`src/hdl/mbpl_defs.svh`:
```
`ifndef MBPL_DEFS_SVH
`define MBPL_DEFS_SVH
// ************************************************************
// widths
// ************************************************************
`define MBPL_INPAGE_W 9
`define MBPL_PAGE_W   3
`define MBPL_ADDR_W   12
`define MBPL_CODE_W   5
`define MBPL_CNT_W    8
`define MBPL_WORD_W   16
`define MBPL_FLAG_W   3
`define MBPL_ADR_W    8
// ************************************************************
// branch codes of the upper half
// ************************************************************
`define MBPL_BC_PSW_DR    5'h11
`define MBPL_BC_ROR1      5'h12
`define MBPL_BC_CARRY_ODD 5'h13
`define MBPL_BC_HOTWARM   5'h14
`define MBPL_BC_COUNT     5'h15
`define MBPL_BC_INTR      5'h16
`define MBPL_BC_FOVLAP    5'h17
`define MBPL_BC_NULL      5'h18
`define MBPL_BC_TRACK     5'h19
`define MBPL_BC_CLEAR     5'h1a
`define MBPL_BC_DIAG      5'h1b
`define MBPL_BC_CALL_UW   5'h1c
`define MBPL_BC_CALL_DP   5'h1d
`define MBPL_BC_SPARE     5'h1e
`define MBPL_BC_RETURN    5'h1f
// ************************************************************
// register byte offsets
// ************************************************************
`define MBPL_OFS_CTRL   8'h00
`define MBPL_OFS_COUNT  8'h04
`define MBPL_OFS_RESULT 8'h08
`define MBPL_OFS_ROUTE  8'h0c
`define MBPL_OFS_STATUS 8'h10
`define MBPL_OFS_TRACK  8'h14
// ************************************************************
// field positions
// ************************************************************
`define MBPL_CTRL_TRACK 0
`define MBPL_CTRL_IMM   1
`define MBPL_CTRL_FL_LO 2
`define MBPL_CTRL_FL_HI 4
`define MBPL_D_RET_HI   14
`define MBPL_D_RET_LO   3
// ************************************************************
// reset and fixed values
// ************************************************************
`define MBPL_CNT_RST  8'h00
`define MBPL_CNT_ONE  8'h01
`define MBPL_CNT_FULL 8'hff
`define MBPL_ADDR_RST 12'h000
`define MBPL_RET_RST  12'h000
`define MBPL_WORD_RST 16'h0000
`define MBPL_FLAG_RST 3'h0
`define MBPL_BUS_ZERO 32'h0000_0000
`endif

```
`src/hdl/mbpl_pkg.sv`:
```
`include "mbpl_defs.svh"
`default_nettype none
package mbpl_pkg;
    typedef logic [`MBPL_CODE_W-1:0] mbpl_code_t;
    // microword fields seen by the sequencer
    typedef struct packed {
        mbpl_code_t                branch_code_field;
        logic [`MBPL_INPAGE_W-1:0] next_address_field;
        logic [`MBPL_PAGE_W-1:0]   page_field;
        logic [`MBPL_PAGE_W-1:0]   saved_page_field;
        logic [`MBPL_INPAGE_W-1:0] return_addr_field;
    } mbpl_uword_t;
    // test conditions, held from the previous microcycle
    typedef struct packed {
        logic       dp_carry;
        logic       bus_addr_lsb;
        logic [1:0] cond_psw_dr;
        logic [1:0] cond_hotwarm;
        logic [1:0] cond_intr;
        logic [1:0] cond_fovlap;
    } mbpl_cond_t;
    // state effects of the active codes
    typedef struct packed {
        logic ror1;
        logic ctr_inc;
        logic track_on;
        logic clear_flags;
        logic call_uw;
        logic call_dp;
        logic ret;
    } mbpl_fx_t;
    // classic wishbone request from the master
    typedef struct packed {
        logic                   cyc;
        logic                   stb;
        logic                   we;
        logic [`MBPL_ADR_W-1:0] adr;
        logic [3:0]             sel;
        logic [31:0]            dat;
    } mbpl_wb_req_t;
endpackage
`default_nettype wire

```
`src/hdl/mbpl_test_mux.sv`:
```
`include "mbpl_defs.svh"
`default_nettype none
// ************************************************************
// branch test multiplexer and active-code decode
// ************************************************************
module mbpl_test_mux import mbpl_pkg::*; (
    // microword and conditions
    input  wire mbpl_uword_t             uw,
    input  wire mbpl_cond_t              cond,
    input  wire logic [`MBPL_CNT_W-1:0]  loop_counter,
    // results
    output logic [`MBPL_INPAGE_W-1:0]    test_bits,
    output mbpl_fx_t                     fx
);
    wire mbpl_code_t bc       = uw.branch_code_field;
    wire             cnt_full = (loop_counter == `MBPL_CNT_FULL);

    // bits ORed into the in-page address, low-justified
    assign test_bits =
        (bc == `MBPL_BC_PSW_DR)    ? {7'h00, cond.cond_psw_dr} :
        (bc == `MBPL_BC_CARRY_ODD) ? {7'h00, cond.dp_carry, cond.bus_addr_lsb} :
        (bc == `MBPL_BC_HOTWARM)   ? {7'h00, cond.cond_hotwarm} :
        (bc == `MBPL_BC_COUNT)     ? {8'h00, cnt_full} :
        (bc == `MBPL_BC_INTR)      ? {7'h00, cond.cond_intr} :
        (bc == `MBPL_BC_FOVLAP)    ? {7'h00, cond.cond_fovlap} :
        9'h000; // null, active codes other than count, and out-of-range codes

    // active-code effects; 33 and 36 decode to nothing
    assign fx.ror1        = (bc == `MBPL_BC_ROR1);
    assign fx.ctr_inc     = (bc == `MBPL_BC_COUNT);
    assign fx.track_on    = (bc == `MBPL_BC_TRACK);
    assign fx.clear_flags = (bc == `MBPL_BC_CLEAR);
    assign fx.call_uw     = (bc == `MBPL_BC_CALL_UW);
    assign fx.call_dp     = (bc == `MBPL_BC_CALL_DP);
    assign fx.ret         = (bc == `MBPL_BC_RETURN);
endmodule
`default_nettype wire

```
`src/hdl/mbpl_page_ret.sv`:
```
`include "mbpl_defs.svh"
`default_nettype none
// ************************************************************
// return register, page register and next address
// ************************************************************
module mbpl_page_ret import mbpl_pkg::*; (
    // clock and reset
    input  wire logic                      clk,
    input  wire logic                      srst,
    // sequencer inputs
    input  wire mbpl_uword_t               uw,
    input  wire mbpl_fx_t                  fx,
    input  wire logic [`MBPL_INPAGE_W-1:0] in_page,
    input  wire logic [`MBPL_WORD_W-1:0]   d_out,
    input  wire logic                      forced_dispatch,
    input  wire logic [`MBPL_ADDR_W-1:0]   dispatch_addr,
    // state
    output logic [`MBPL_ADDR_W-1:0]        cs_addr_q,
    output logic [`MBPL_ADDR_W-1:0]        ret_q
);
    logic [`MBPL_ADDR_W-1:0] cs_addr_d;
    logic [`MBPL_ADDR_W-1:0] ret_d;

    wire [`MBPL_PAGE_W-1:0] page_q = cs_addr_q[`MBPL_ADDR_W-1:`MBPL_INPAGE_W];
    wire                    call   = fx.call_uw | fx.call_dp;
    wire [`MBPL_ADDR_W-1:0] ret_uw = {uw.saved_page_field, uw.return_addr_field};
    wire [`MBPL_ADDR_W-1:0] ret_dp = d_out[`MBPL_D_RET_HI:`MBPL_D_RET_LO];
    // page from the microword on a call, else held
    wire [`MBPL_PAGE_W-1:0] page_n = call ? uw.page_field : page_q;

    // return mux
    assign ret_d = fx.call_uw            ? ret_uw :
                   (fx.call_dp | fx.ret) ? ret_dp :
                   ret_q;

    // next address: dispatch jam, return, or page plus ORed field
    assign cs_addr_d = forced_dispatch ? dispatch_addr :
                       fx.ret          ? ret_q :
                       {page_n, in_page};

    // registers close at the end of each microcycle
    always_ff @(posedge clk) begin
        if (srst) begin
            cs_addr_q <= `MBPL_ADDR_RST;
            ret_q     <= `MBPL_RET_RST;
        end else begin
            cs_addr_q <= cs_addr_d;
            ret_q     <= ret_d;
        end
    end
endmodule
`default_nettype wire

```
`src/hdl/mbpl_top.sv`:
```
`include "mbpl_defs.svh"
`default_nettype none
module mbpl_top import mbpl_pkg::*; (
    // clock and reset
    input  wire logic                      clk,
    input  wire logic                      srst,
    // current microword and test conditions
    input  wire mbpl_uword_t               uw,
    input  wire mbpl_cond_t                cond,
    // datapath output bus
    input  wire logic [`MBPL_WORD_W-1:0]   d_out,
    // dispatch jam
    input  wire logic                      forced_dispatch,
    input  wire logic [`MBPL_ADDR_W-1:0]   dispatch_addr,
    // control store address
    output logic [`MBPL_ADDR_W-1:0]        next_micro_address,
    // effects towards the rest of the processor
    output logic                           ror1_q,
    output logic                           imm_sel_q,
    output logic [`MBPL_FLAG_W-1:0]        short_flags_q,
    output logic [`MBPL_WORD_W-1:0]        result_q,
    output logic [`MBPL_WORD_W-1:0]        routing_q,
    output logic [`MBPL_CNT_W-1:0]         loop_counter_q,
    output logic                           track_en_q,
    output logic [`MBPL_ADDR_W-1:0]        tracked_addr_q,
    // wishbone slave
    input  wire mbpl_wb_req_t              wb_req,
    output logic                           wb_ack,
    output logic [31:0]                    wb_dat_r
);
    // ************************************************************
    // byte-lane merge for register writes
    // ************************************************************
    function automatic logic [31:0] lane_merge(input logic [31:0] old_v,
                                               input logic [31:0] new_v,
                                               input logic [3:0]  sel);
        logic [31:0] r;
        r = old_v;
        for (int i = 0; i < 4; i++) begin
            if (sel[i]) begin
                r[8*i +: 8] = new_v[8*i +: 8];
            end
        end
        return r;
    endfunction

    // ************************************************************
    // branch test and address formation
    // ************************************************************
    logic [`MBPL_INPAGE_W-1:0] test_bits;
    mbpl_fx_t                  fx;
    logic [`MBPL_ADDR_W-1:0]   ret_q;
    logic [`MBPL_ADDR_W-1:0]   cs_addr_q;

    // counter tested is the one clocked last cycle
    mbpl_test_mux u_mux (
        .uw           (uw),
        .cond         (cond),
        .loop_counter (loop_counter_q),
        .test_bits    (test_bits),
        .fx           (fx)
    );

    // in-page address: a field bit at one is not disturbed
    wire [`MBPL_INPAGE_W-1:0] in_page = uw.next_address_field | test_bits;

    mbpl_page_ret u_page (
        .clk             (clk),
        .srst            (srst),
        .uw              (uw),
        .fx              (fx),
        .in_page         (in_page),
        .d_out           (d_out),
        .forced_dispatch (forced_dispatch),
        .dispatch_addr   (dispatch_addr),
        .cs_addr_q       (cs_addr_q),
        .ret_q           (ret_q)
    );

    assign next_micro_address = cs_addr_q;

    // ************************************************************
    // wishbone decode
    // ************************************************************
    logic        ack_q;
    logic [31:0] rdat_q;

    wire hit       = wb_req.cyc & wb_req.stb;
    wire first     = hit & ~ack_q;
    // a write lands on the edge where the master sees ack
    wire wr_commit = hit & wb_req.we & ack_q;
    wire sel_ctrl  = (wb_req.adr == `MBPL_OFS_CTRL);
    wire sel_count = (wb_req.adr == `MBPL_OFS_COUNT);
    wire sel_res   = (wb_req.adr == `MBPL_OFS_RESULT);
    wire sel_route = (wb_req.adr == `MBPL_OFS_ROUTE);
    wire sel_stat  = (wb_req.adr == `MBPL_OFS_STATUS);
    wire sel_track = (wb_req.adr == `MBPL_OFS_TRACK);

    // read views of each register
    wire [31:0] rd_ctrl  = {27'h0000000, short_flags_q, imm_sel_q, track_en_q};
    wire [31:0] rd_count = {24'h000000, loop_counter_q};
    wire [31:0] rd_res   = {16'h0000, result_q};
    wire [31:0] rd_route = {16'h0000, routing_q};
    wire [31:0] rd_stat  = {8'h00, ret_q, cs_addr_q};
    wire [31:0] rd_track = {20'h00000, tracked_addr_q};

    // read mux; unmapped addresses read as zero
    wire [31:0] rd_mux = sel_ctrl  ? rd_ctrl  :
                         sel_count ? rd_count :
                         sel_res   ? rd_res   :
                         sel_route ? rd_route :
                         sel_stat  ? rd_stat  :
                         sel_track ? rd_track :
                         `MBPL_BUS_ZERO;

    // merged write data per register
    wire [31:0] wr_ctrl  = lane_merge(rd_ctrl, wb_req.dat, wb_req.sel);
    wire [31:0] wr_count = lane_merge(rd_count, wb_req.dat, wb_req.sel);
    wire [31:0] wr_res   = lane_merge(rd_res, wb_req.dat, wb_req.sel);
    wire [31:0] wr_route = lane_merge(rd_route, wb_req.dat, wb_req.sel);

    wire we_ctrl  = wr_commit & sel_ctrl;
    wire we_count = wr_commit & sel_count;
    wire we_res   = wr_commit & sel_res;
    wire we_route = wr_commit & sel_route;

    // ack one cycle after the request, dropped the cycle after
    always_ff @(posedge clk) begin
        if (srst) begin
            ack_q  <= 1'b0;
            rdat_q <= `MBPL_BUS_ZERO;
        end else begin
            ack_q  <= first;
            rdat_q <= first ? rd_mux : `MBPL_BUS_ZERO;
        end
    end

    assign wb_ack   = ack_q;
    assign wb_dat_r = rdat_q;

    // ************************************************************
    // next values of the machine state
    // ************************************************************
    // software write first, microcode effects override it
    wire [`MBPL_CNT_W-1:0] cnt_sw = we_count ? wr_count[`MBPL_CNT_W-1:0]
                                             : loop_counter_q;
    // test happens on the old value, increment afterwards
    wire [`MBPL_CNT_W-1:0] cnt_d  = fx.ctr_inc ? loop_counter_q + `MBPL_CNT_ONE
                                               : cnt_sw;

    wire track_sw = we_ctrl ? wr_ctrl[`MBPL_CTRL_TRACK] : track_en_q;
    // a dispatch jam wins over enabling in the same cycle
    wire track_d  = forced_dispatch ? 1'b0 :
                    fx.track_on     ? 1'b1 : track_sw;

    wire imm_sw   = we_ctrl ? wr_ctrl[`MBPL_CTRL_IMM] : imm_sel_q;
    wire imm_d    = fx.clear_flags | imm_sw;

    wire [`MBPL_FLAG_W-1:0] flags_sw = we_ctrl ?
        wr_ctrl[`MBPL_CTRL_FL_HI:`MBPL_CTRL_FL_LO] : short_flags_q;
    wire [`MBPL_FLAG_W-1:0] flags_d  = fx.clear_flags ? `MBPL_FLAG_RST : flags_sw;

    wire [`MBPL_WORD_W-1:0] res_sw   = we_res ? wr_res[`MBPL_WORD_W-1:0] : result_q;
    wire [`MBPL_WORD_W-1:0] res_d    = fx.clear_flags ? `MBPL_WORD_RST : res_sw;

    wire [`MBPL_WORD_W-1:0] route_sw = we_route ? wr_route[`MBPL_WORD_W-1:0]
                                                : routing_q;
    wire [`MBPL_WORD_W-1:0] route_d  = fx.clear_flags ? `MBPL_WORD_RST : route_sw;

    // tracking samples the address being executed
    wire [`MBPL_ADDR_W-1:0] trk_d = track_en_q ? cs_addr_q : tracked_addr_q;

    // ************************************************************
    // state registers
    // ************************************************************
    // counter and flags; null and spare codes leave all unchanged
    always_ff @(posedge clk) begin
        if (srst) begin
            loop_counter_q <= `MBPL_CNT_RST;
            short_flags_q  <= `MBPL_FLAG_RST;
            imm_sel_q      <= 1'b0;
        end else begin
            loop_counter_q <= cnt_d;
            short_flags_q  <= flags_d;
            imm_sel_q      <= imm_d;
        end
    end

    // result and routing registers
    always_ff @(posedge clk) begin
        if (srst) begin
            result_q  <= `MBPL_WORD_RST;
            routing_q <= `MBPL_WORD_RST;
        end else begin
            result_q  <= res_d;
            routing_q <= route_d;
        end
    end

    // tracking and source-field force pulse
    always_ff @(posedge clk) begin
        if (srst) begin
            track_en_q     <= 1'b0;
            tracked_addr_q <= `MBPL_ADDR_RST;
            ror1_q         <= 1'b0;
        end else begin
            track_en_q     <= track_d;
            tracked_addr_q <= trk_d;
            ror1_q         <= fx.ror1;
        end
    end

    wire [`MBPL_PAGE_W-1:0] page_now = cs_addr_q[`MBPL_ADDR_W-1:`MBPL_INPAGE_W];
    wire                    no_jam   = ~forced_dispatch;
    wire                    no_sw    = ~wr_commit;
endmodule
`default_nettype wire

```
`config.mk`:
```
export PLATFORM = sky130hd
export DESIGN_NAME = mbpl_top
export DESIGN_NICKNAME = d
export VERILOG_FILES = /design/src/hdl/mbpl_pkg.sv /design/src/hdl/mbpl_test_mux.sv /design/src/hdl/mbpl_page_ret.sv /design/src/hdl/mbpl_top.sv
export VERILOG_INCLUDE_DIRS = /design/src /design/src/hdl
export SDC_FILE = /design/constraint.sdc
export NUM_CORES = 1
export LEC_CHECK = 0
export BUFFER_PORTS_ARGS = -buffer_cell sky130_fd_sc_hd__buf_2
export CORE_MARGIN = 2
export CORE_UTILIZATION = 25
export DETAILED_ROUTE_END_ITERATION = 7
export PLACE_DENSITY = 0.47
export SYNTH_ARGS = -nofsm -noshare
export SYNTH_HDL_FRONTEND = slang
export SYNTH_SLANG_ARGS = --single-unit
export TNS_END_PERCENT = 50
```
`constraint.sdc`:
```
create_clock -name clk -period 2.1 [get_ports clk]
set_input_delay 0.105 -clock clk [delete_from_list [all_inputs] [get_ports clk]]
set_output_delay 0.105 -clock clk [all_outputs]
set_load 0.005 [all_outputs]
```
==> flow_summary.html <==
<table>
<tr><th>Metric</th><th>Value</th></tr>
<tr><th colspan="2">STA</th></tr>
<tr><td>Post-layout min period</td><td>1640 ps</td></tr>
<tr><td>Total count of hold-check failures in the final report</td><td>0</td></tr>
<tr><td>Highest achievable clock rate</td><td>611 MHz</td></tr>
<tr><td>Setup TNS</td><td>0 ps</td></tr>
<tr><td>Final period util</td><td>78.0%</td></tr>
<tr><td>Slew of the pin with the lowest slew margin</td><td>718 ps</td></tr>
<tr><td>Final setup violating endpoints</td><td>0</td></tr>
<tr><td>Relative slew slack</td><td>50.9%</td></tr>
<tr><td>RSZ-0062 raised after global routing</td><td>false</td></tr>
<tr><td>Final worst clock skew</td><td>6.28 ps</td></tr>
<tr><td>Max-slew violations</td><td>0</td></tr>
<tr><th colspan="2">Setup path</th></tr>
<tr><td>Worst-path maximum fanout</td><td>7</td></tr>
<tr><td>Highest-delay cell along the critical path</td><td>sky130_fd_sc_hd__or3b_2</td></tr>
<tr><td>Stage delay of the slowest cell on the critical path</td><td>490 ps</td></tr>
<tr><td>CP Class</td><td>flop to flop</td></tr>
<tr><td>Critical path data arrival time</td><td>1920 ps</td></tr>
<tr><td>Cell type group with the largest total delay on the critical path</td><td>simple AND/OR/NAND/NOR gates</td></tr>
<tr><td>Crit. End Element</td><td>flop</td></tr>
<tr><td>Sort of element at the start of the critical path</td><td>flop</td></tr>
<tr><td>Worst-case register-to-register setup slack</td><td>460 ps</td></tr>
<tr><td>Worst-path cell chain</td><td>and4_1, nand4_1, or3b_2, a31oi_1</td></tr>
<tr><td>Number of buffer and inverter instances along the worst setup path</td><td>0</td></tr>
<tr><td>Worst EP required</td><td>2380 ps</td></tr>
<tr><th colspan="2">Global route</th></tr>
<tr><td>Aggregate global-route resource usage</td><td>17.1%</td></tr>
<tr><td>Antenna violations before repair</td><td>0</td></tr>
<tr><td>Pin count of the biggest net entering global routing</td><td>36</td></tr>
<tr><td>Met1 track utilization from global routing</td><td>23.1%</td></tr>
<tr><td>Remaining global-route overflow</td><td>0</td></tr>
<tr><td>GRT met3 Usage</td><td>4.31%</td></tr>
<tr><td>Routing usage on met2</td><td>27.1%</td></tr>
<tr><td>Most heavily used metal layer in global routing</td><td>met2</td></tr>
<tr><td>Global-route wire length before repair</td><td>28.2 mm</td></tr>
<tr><td>Vias in the first global route</td><td>4808</td></tr>
<tr><th colspan="2">Hold path</th></tr>
<tr><td>Classification of the worst-slack hold path</td><td>primary input to flop</td></tr>
<tr><th colspan="2">Finish</th></tr>
<tr><td>Area of all placed cells without fillers</td><td>0.00669 mm²</td></tr>
<tr><td>Count of antenna diodes in the layout</td><td>0</td></tr>
<tr><td>Final nets</td><td>879</td></tr>
<tr><td>Area growth from synthesis to final layout</td><td>32.3%</td></tr>
<tr><td>Fraction of layout cells with a size suffix above 1</td><td>32.2%</td></tr>
<tr><th colspan="2">Clock tree</th></tr>
<tr><td>Number of gates resized after cts</td><td>0</td></tr>
<tr><td>Cts bufs inserted</td><td>9</td></tr>
<tr><td>Post-CTS clock slew at the launch and capture registers of the worst setup and hold paths</td><td>70 ps</td></tr>
<tr><td>Worst-case clock buffer depth</td><td>2</td></tr>
<tr><td>Clock tree from TritonCTS</td><td>yes</td></tr>
<tr><td>Clock net sink count</td><td>107</td></tr>
<tr><td>Root buffer cell</td><td>sky130_fd_sc_hd__clkbuf_16</td></tr>
<tr><td>Clock H-tree levels</td><td>3</td></tr>
<tr><td>Clock latency on the worst-skew pair</td><td>350 ps</td></tr>
<tr><th colspan="2">Yosys</th></tr>
<tr><td>Post-Synthesis Cell Area</td><td>0.00506 mm²</td></tr>
<tr><td>Top cells by area, synth</td><td>sky130_fd_sc_hd__dfxtp_1, sky130_fd_sc_hd__mux2i_1, sky130_fd_sc_hd__nor2_1</td></tr>
<tr><td>Post-synthesis instance total</td><td>569</td></tr>
<tr><td>Post-synthesis register bit count</td><td>107</td></tr>
<tr><td>Post-synth EDFFs</td><td>0</td></tr>
<tr><td>Synth Warn #</td><td>0</td></tr>
<tr><td>Synth top area share</td><td>42.4%</td></tr>
<tr><td>Share of synthesized area occupied by flip-flops and latches</td><td>42.4%</td></tr>
<tr><td>Most used flip-flop cell after synthesis</td><td>sky130_fd_sc_hd__dfxtp_1</td></tr>
<tr><td>Largest area contributor in the synthesized netlist</td><td>sky130_fd_sc_hd__dfxtp_1</td></tr>
<tr><td>Ys async rst share</td><td>0%</td></tr>
<tr><td>Synthesized area per cell</td><td>8.89 µm²</td></tr>
<tr><td>Cell variety after synth</td><td>66</td></tr>
<tr><th colspan="2">Floorplan</th></tr>
<tr><td>Core Footprint</td><td>0.0200 mm²</td></tr>
<tr><td>Chip Height</td><td>146 µm</td></tr>
<tr><td>Chip width</td><td>146 µm</td></tr>
<tr><td>Number of core rows</td><td>52</td></tr>
<tr><td>Initial Utilization</td><td>25.2%</td></tr>
<tr><td>DIE AREA</td><td>0.0214 mm²</td></tr>
<tr><td>I/O pin count</td><td>220</td></tr>
<tr><th colspan="2">Detailed routing</th></tr>
<tr><td>Total number of vias</td><td>4995</td></tr>
<tr><td>Total wire length</td><td>18.7 mm</td></tr>
<tr><td>DRC errors left</td><td>0</td></tr>
<tr><td>Average wire length per cell after detail routing</td><td>18.1 µm</td></tr>
<tr><td>Mean number of vias per cell</td><td>4.83</td></tr>
<tr><td>Pre-Repair DR Iteration Count</td><td>5</td></tr>
<tr><td>Count of nets left with antenna violations after detail routing</td><td>0</td></tr>
<tr><td>Initial DRC count</td><td>243</td></tr>
<tr><th colspan="2">Place</th></tr>
<tr><td>Placer Congestion</td><td>0.827</td></tr>
<tr><td>Placed inst area</td><td>0.00634 mm²</td></tr>
<tr><td>Total of buffers placed on input and output ports</td><td>189</td></tr>
<tr><td>Final HPWL from detailed placement</td><td>14.4 mm</td></tr>
<tr><th colspan="2">Power</th></tr>
<tr><td>Total power divided by cell area</td><td>626 mW/mm²</td></tr>
<tr><td>Leakage power of the design</td><td>3.01 nW</td></tr>
<tr><td>Worst vdd rail ir drop</td><td>0.388 mV</td></tr>
<tr><th colspan="2">Outcome</th></tr>
<tr><td>Outcome</td><td>complete, no violations</td></tr>
<tr><th colspan="2">Flow run</th></tr>
<tr><td>Number of max-capacitance violations reported</td><td>0</td></tr>
</table>
==> final cells by class <==
type | instances | area, µm²
clock buffer | 10 | 229
clock inverter | 4 | 51.3
fill | 2195 | 13300
inverter | 8 | 30.0
multi-input combinational | 414 | 2700
sequential | 107 | 2140
tap | 270 | 338
timing repair buffer | 221 | 1200
==> logic make-up after synthesis <==
kind of cell | synth area share (%)
muxes | 12.7
other | 0.0741
and+or+nand+nor | 21.9
buffers and inverters | 5.10
AOI/OAI and AO/OA | 17.6
DFF | 42.4
adders and majority gates | 0.247
==> Yosys cell counts, types with 3 or more instances <==
cell                        instances
sky130_fd_sc_hd__a21oi_1           39
sky130_fd_sc_hd__a211oi_1          23
sky130_fd_sc_hd__inv_1              7
sky130_fd_sc_hd__nor2_1            59
sky130_fd_sc_hd__mux2i_1           64
sky130_fd_sc_hd__o22a_1             5
sky130_fd_sc_hd__o21ai_0            8
sky130_fd_sc_hd__o211ai_1           5
sky130_fd_sc_hd__clkbuf_1          20
sky130_fd_sc_hd__a221oi_1           3
sky130_fd_sc_hd__o221ai_1           4
sky130_fd_sc_hd__nand4_1            6
sky130_fd_sc_hd__or3b_2             3
sky130_fd_sc_hd__and3_1            17
sky130_fd_sc_hd__nand2_1           41
sky130_fd_sc_hd__dfxtp_1          107
sky130_fd_sc_hd__or2_2              3
sky130_fd_sc_hd__nand2b_1           6
sky130_fd_sc_hd__or3_1              4
sky130_fd_sc_hd__buf_4              8
sky130_fd_sc_hd__nor2b_1            7
sky130_fd_sc_hd__buf_2             10
sky130_fd_sc_hd__nor4_1             4
sky130_fd_sc_hd__and2_1             7
sky130_fd_sc_hd__o22ai_1            5
sky130_fd_sc_hd__nor3_1             7
sky130_fd_sc_hd__a22oi_1            5
sky130_fd_sc_hd__a31oi_1            7
sky130_fd_sc_hd__nand3_1           29
sky130_fd_sc_hd__buf_1              7
sky130_fd_sc_hd__a2111oi_0          3
==> cells in the final DEF (no fill, tap or decap), types with 6 or more instances in the layout <==
master / count
sky130_fd_sc_hd__buf_4: 25
sky130_fd_sc_hd__buf_2: 189
sky130_fd_sc_hd__and2_1: 7
sky130_fd_sc_hd__nor2_1: 59
sky130_fd_sc_hd__clkbuf_16: 9
sky130_fd_sc_hd__and3_1: 17
sky130_fd_sc_hd__a21oi_1: 39
sky130_fd_sc_hd__nand4_1: 6
sky130_fd_sc_hd__mux2i_1: 64
sky130_fd_sc_hd__a31oi_1: 7
sky130_fd_sc_hd__nor3_1: 7
sky130_fd_sc_hd__inv_1: 7
sky130_fd_sc_hd__nor2b_1: 6
sky130_fd_sc_hd__nand2b_1: 6
sky130_fd_sc_hd__conb_1: 8
sky130_fd_sc_hd__nand3_1: 29
sky130_fd_sc_hd__a211oi_1: 23
sky130_fd_sc_hd__o21ai_0: 8
sky130_fd_sc_hd__dfxtp_1: 107
sky130_fd_sc_hd__dlygate4sd3_1: 7
sky130_fd_sc_hd__nand2_1: 41
==> stage by stage <==
| stage | total power [mW] | utilization [%] | setup WS (ps) | hold WS (ps) | cells |
|---|---|---|---|---|---|
| floorplan | 2.33 | - | 424 | 249 | 576 |
| global placement | 2.53 | 31.6 | 275 | 353 | 1013 |
| detailed placement | 2.54 | 31.6 | 264 | 365 | 1013 |
| CTS | 4.27 | 33.4 | 462 | 3.21 | 1034 |
| global route | 4.37 | 33.4 | 334 | 11.3 | 1034 |
| finish | 4.19 | 33.4 | 462 | 21.3 | 1034 |
==> worst paths after layout <==
check	startpoint	to	cells after the start
setup / recovery	wb_ack	loop_counter_q[0]	4
hold / removal	wb_req[13]	result_q[13]	3
setup reg to reg	wb_ack	loop_counter_q[0]	4
hold reg to reg	result_q[7]	result_q[7]	2
==> registers in the layout, indices dropped and copies added (netlist names) <==
signal and count:
wb_ack 1, wb_dat_r 24, routing_q 16, loop_counter_q 8, u_page.ret_q 12, u_page.cs_addr_q 12, short_flags_q 3, imm_sel_q 1
ror1_q 1, result_q 16, tracked_addr_q 12, track_en_q 1
==> per-layer routing <==
metal / vias to the layer above / wire, µm
li1: 2457 / -
met1: 2344 / 8630
met2: 176 / 8480
met3: 18 / 1290
met4: 0 / 323
met5: - / 0
==> where the power goes <==
group          switching [mW]  internal, mW
clock network           0.777         0.916
logic                   0.228         0.174
registers              0.0338          2.06
==> tightest hold or removal path: stages <==
cell and delay (ps):
sky130_fd_sc_hd__buf_2 100, sky130_fd_sc_hd__mux2i_1 60, sky130_fd_sc_hd__nor2_1 70
==> what timing repair did <==
action / in CTS / in global routing
setup endpoints to repair: 0 / 0
hold buffers: 7 / 0
endpoints found under the hold margin: 13 / 0
buffers inserted: 0 / 0
(Power assumes the default switching activity.)
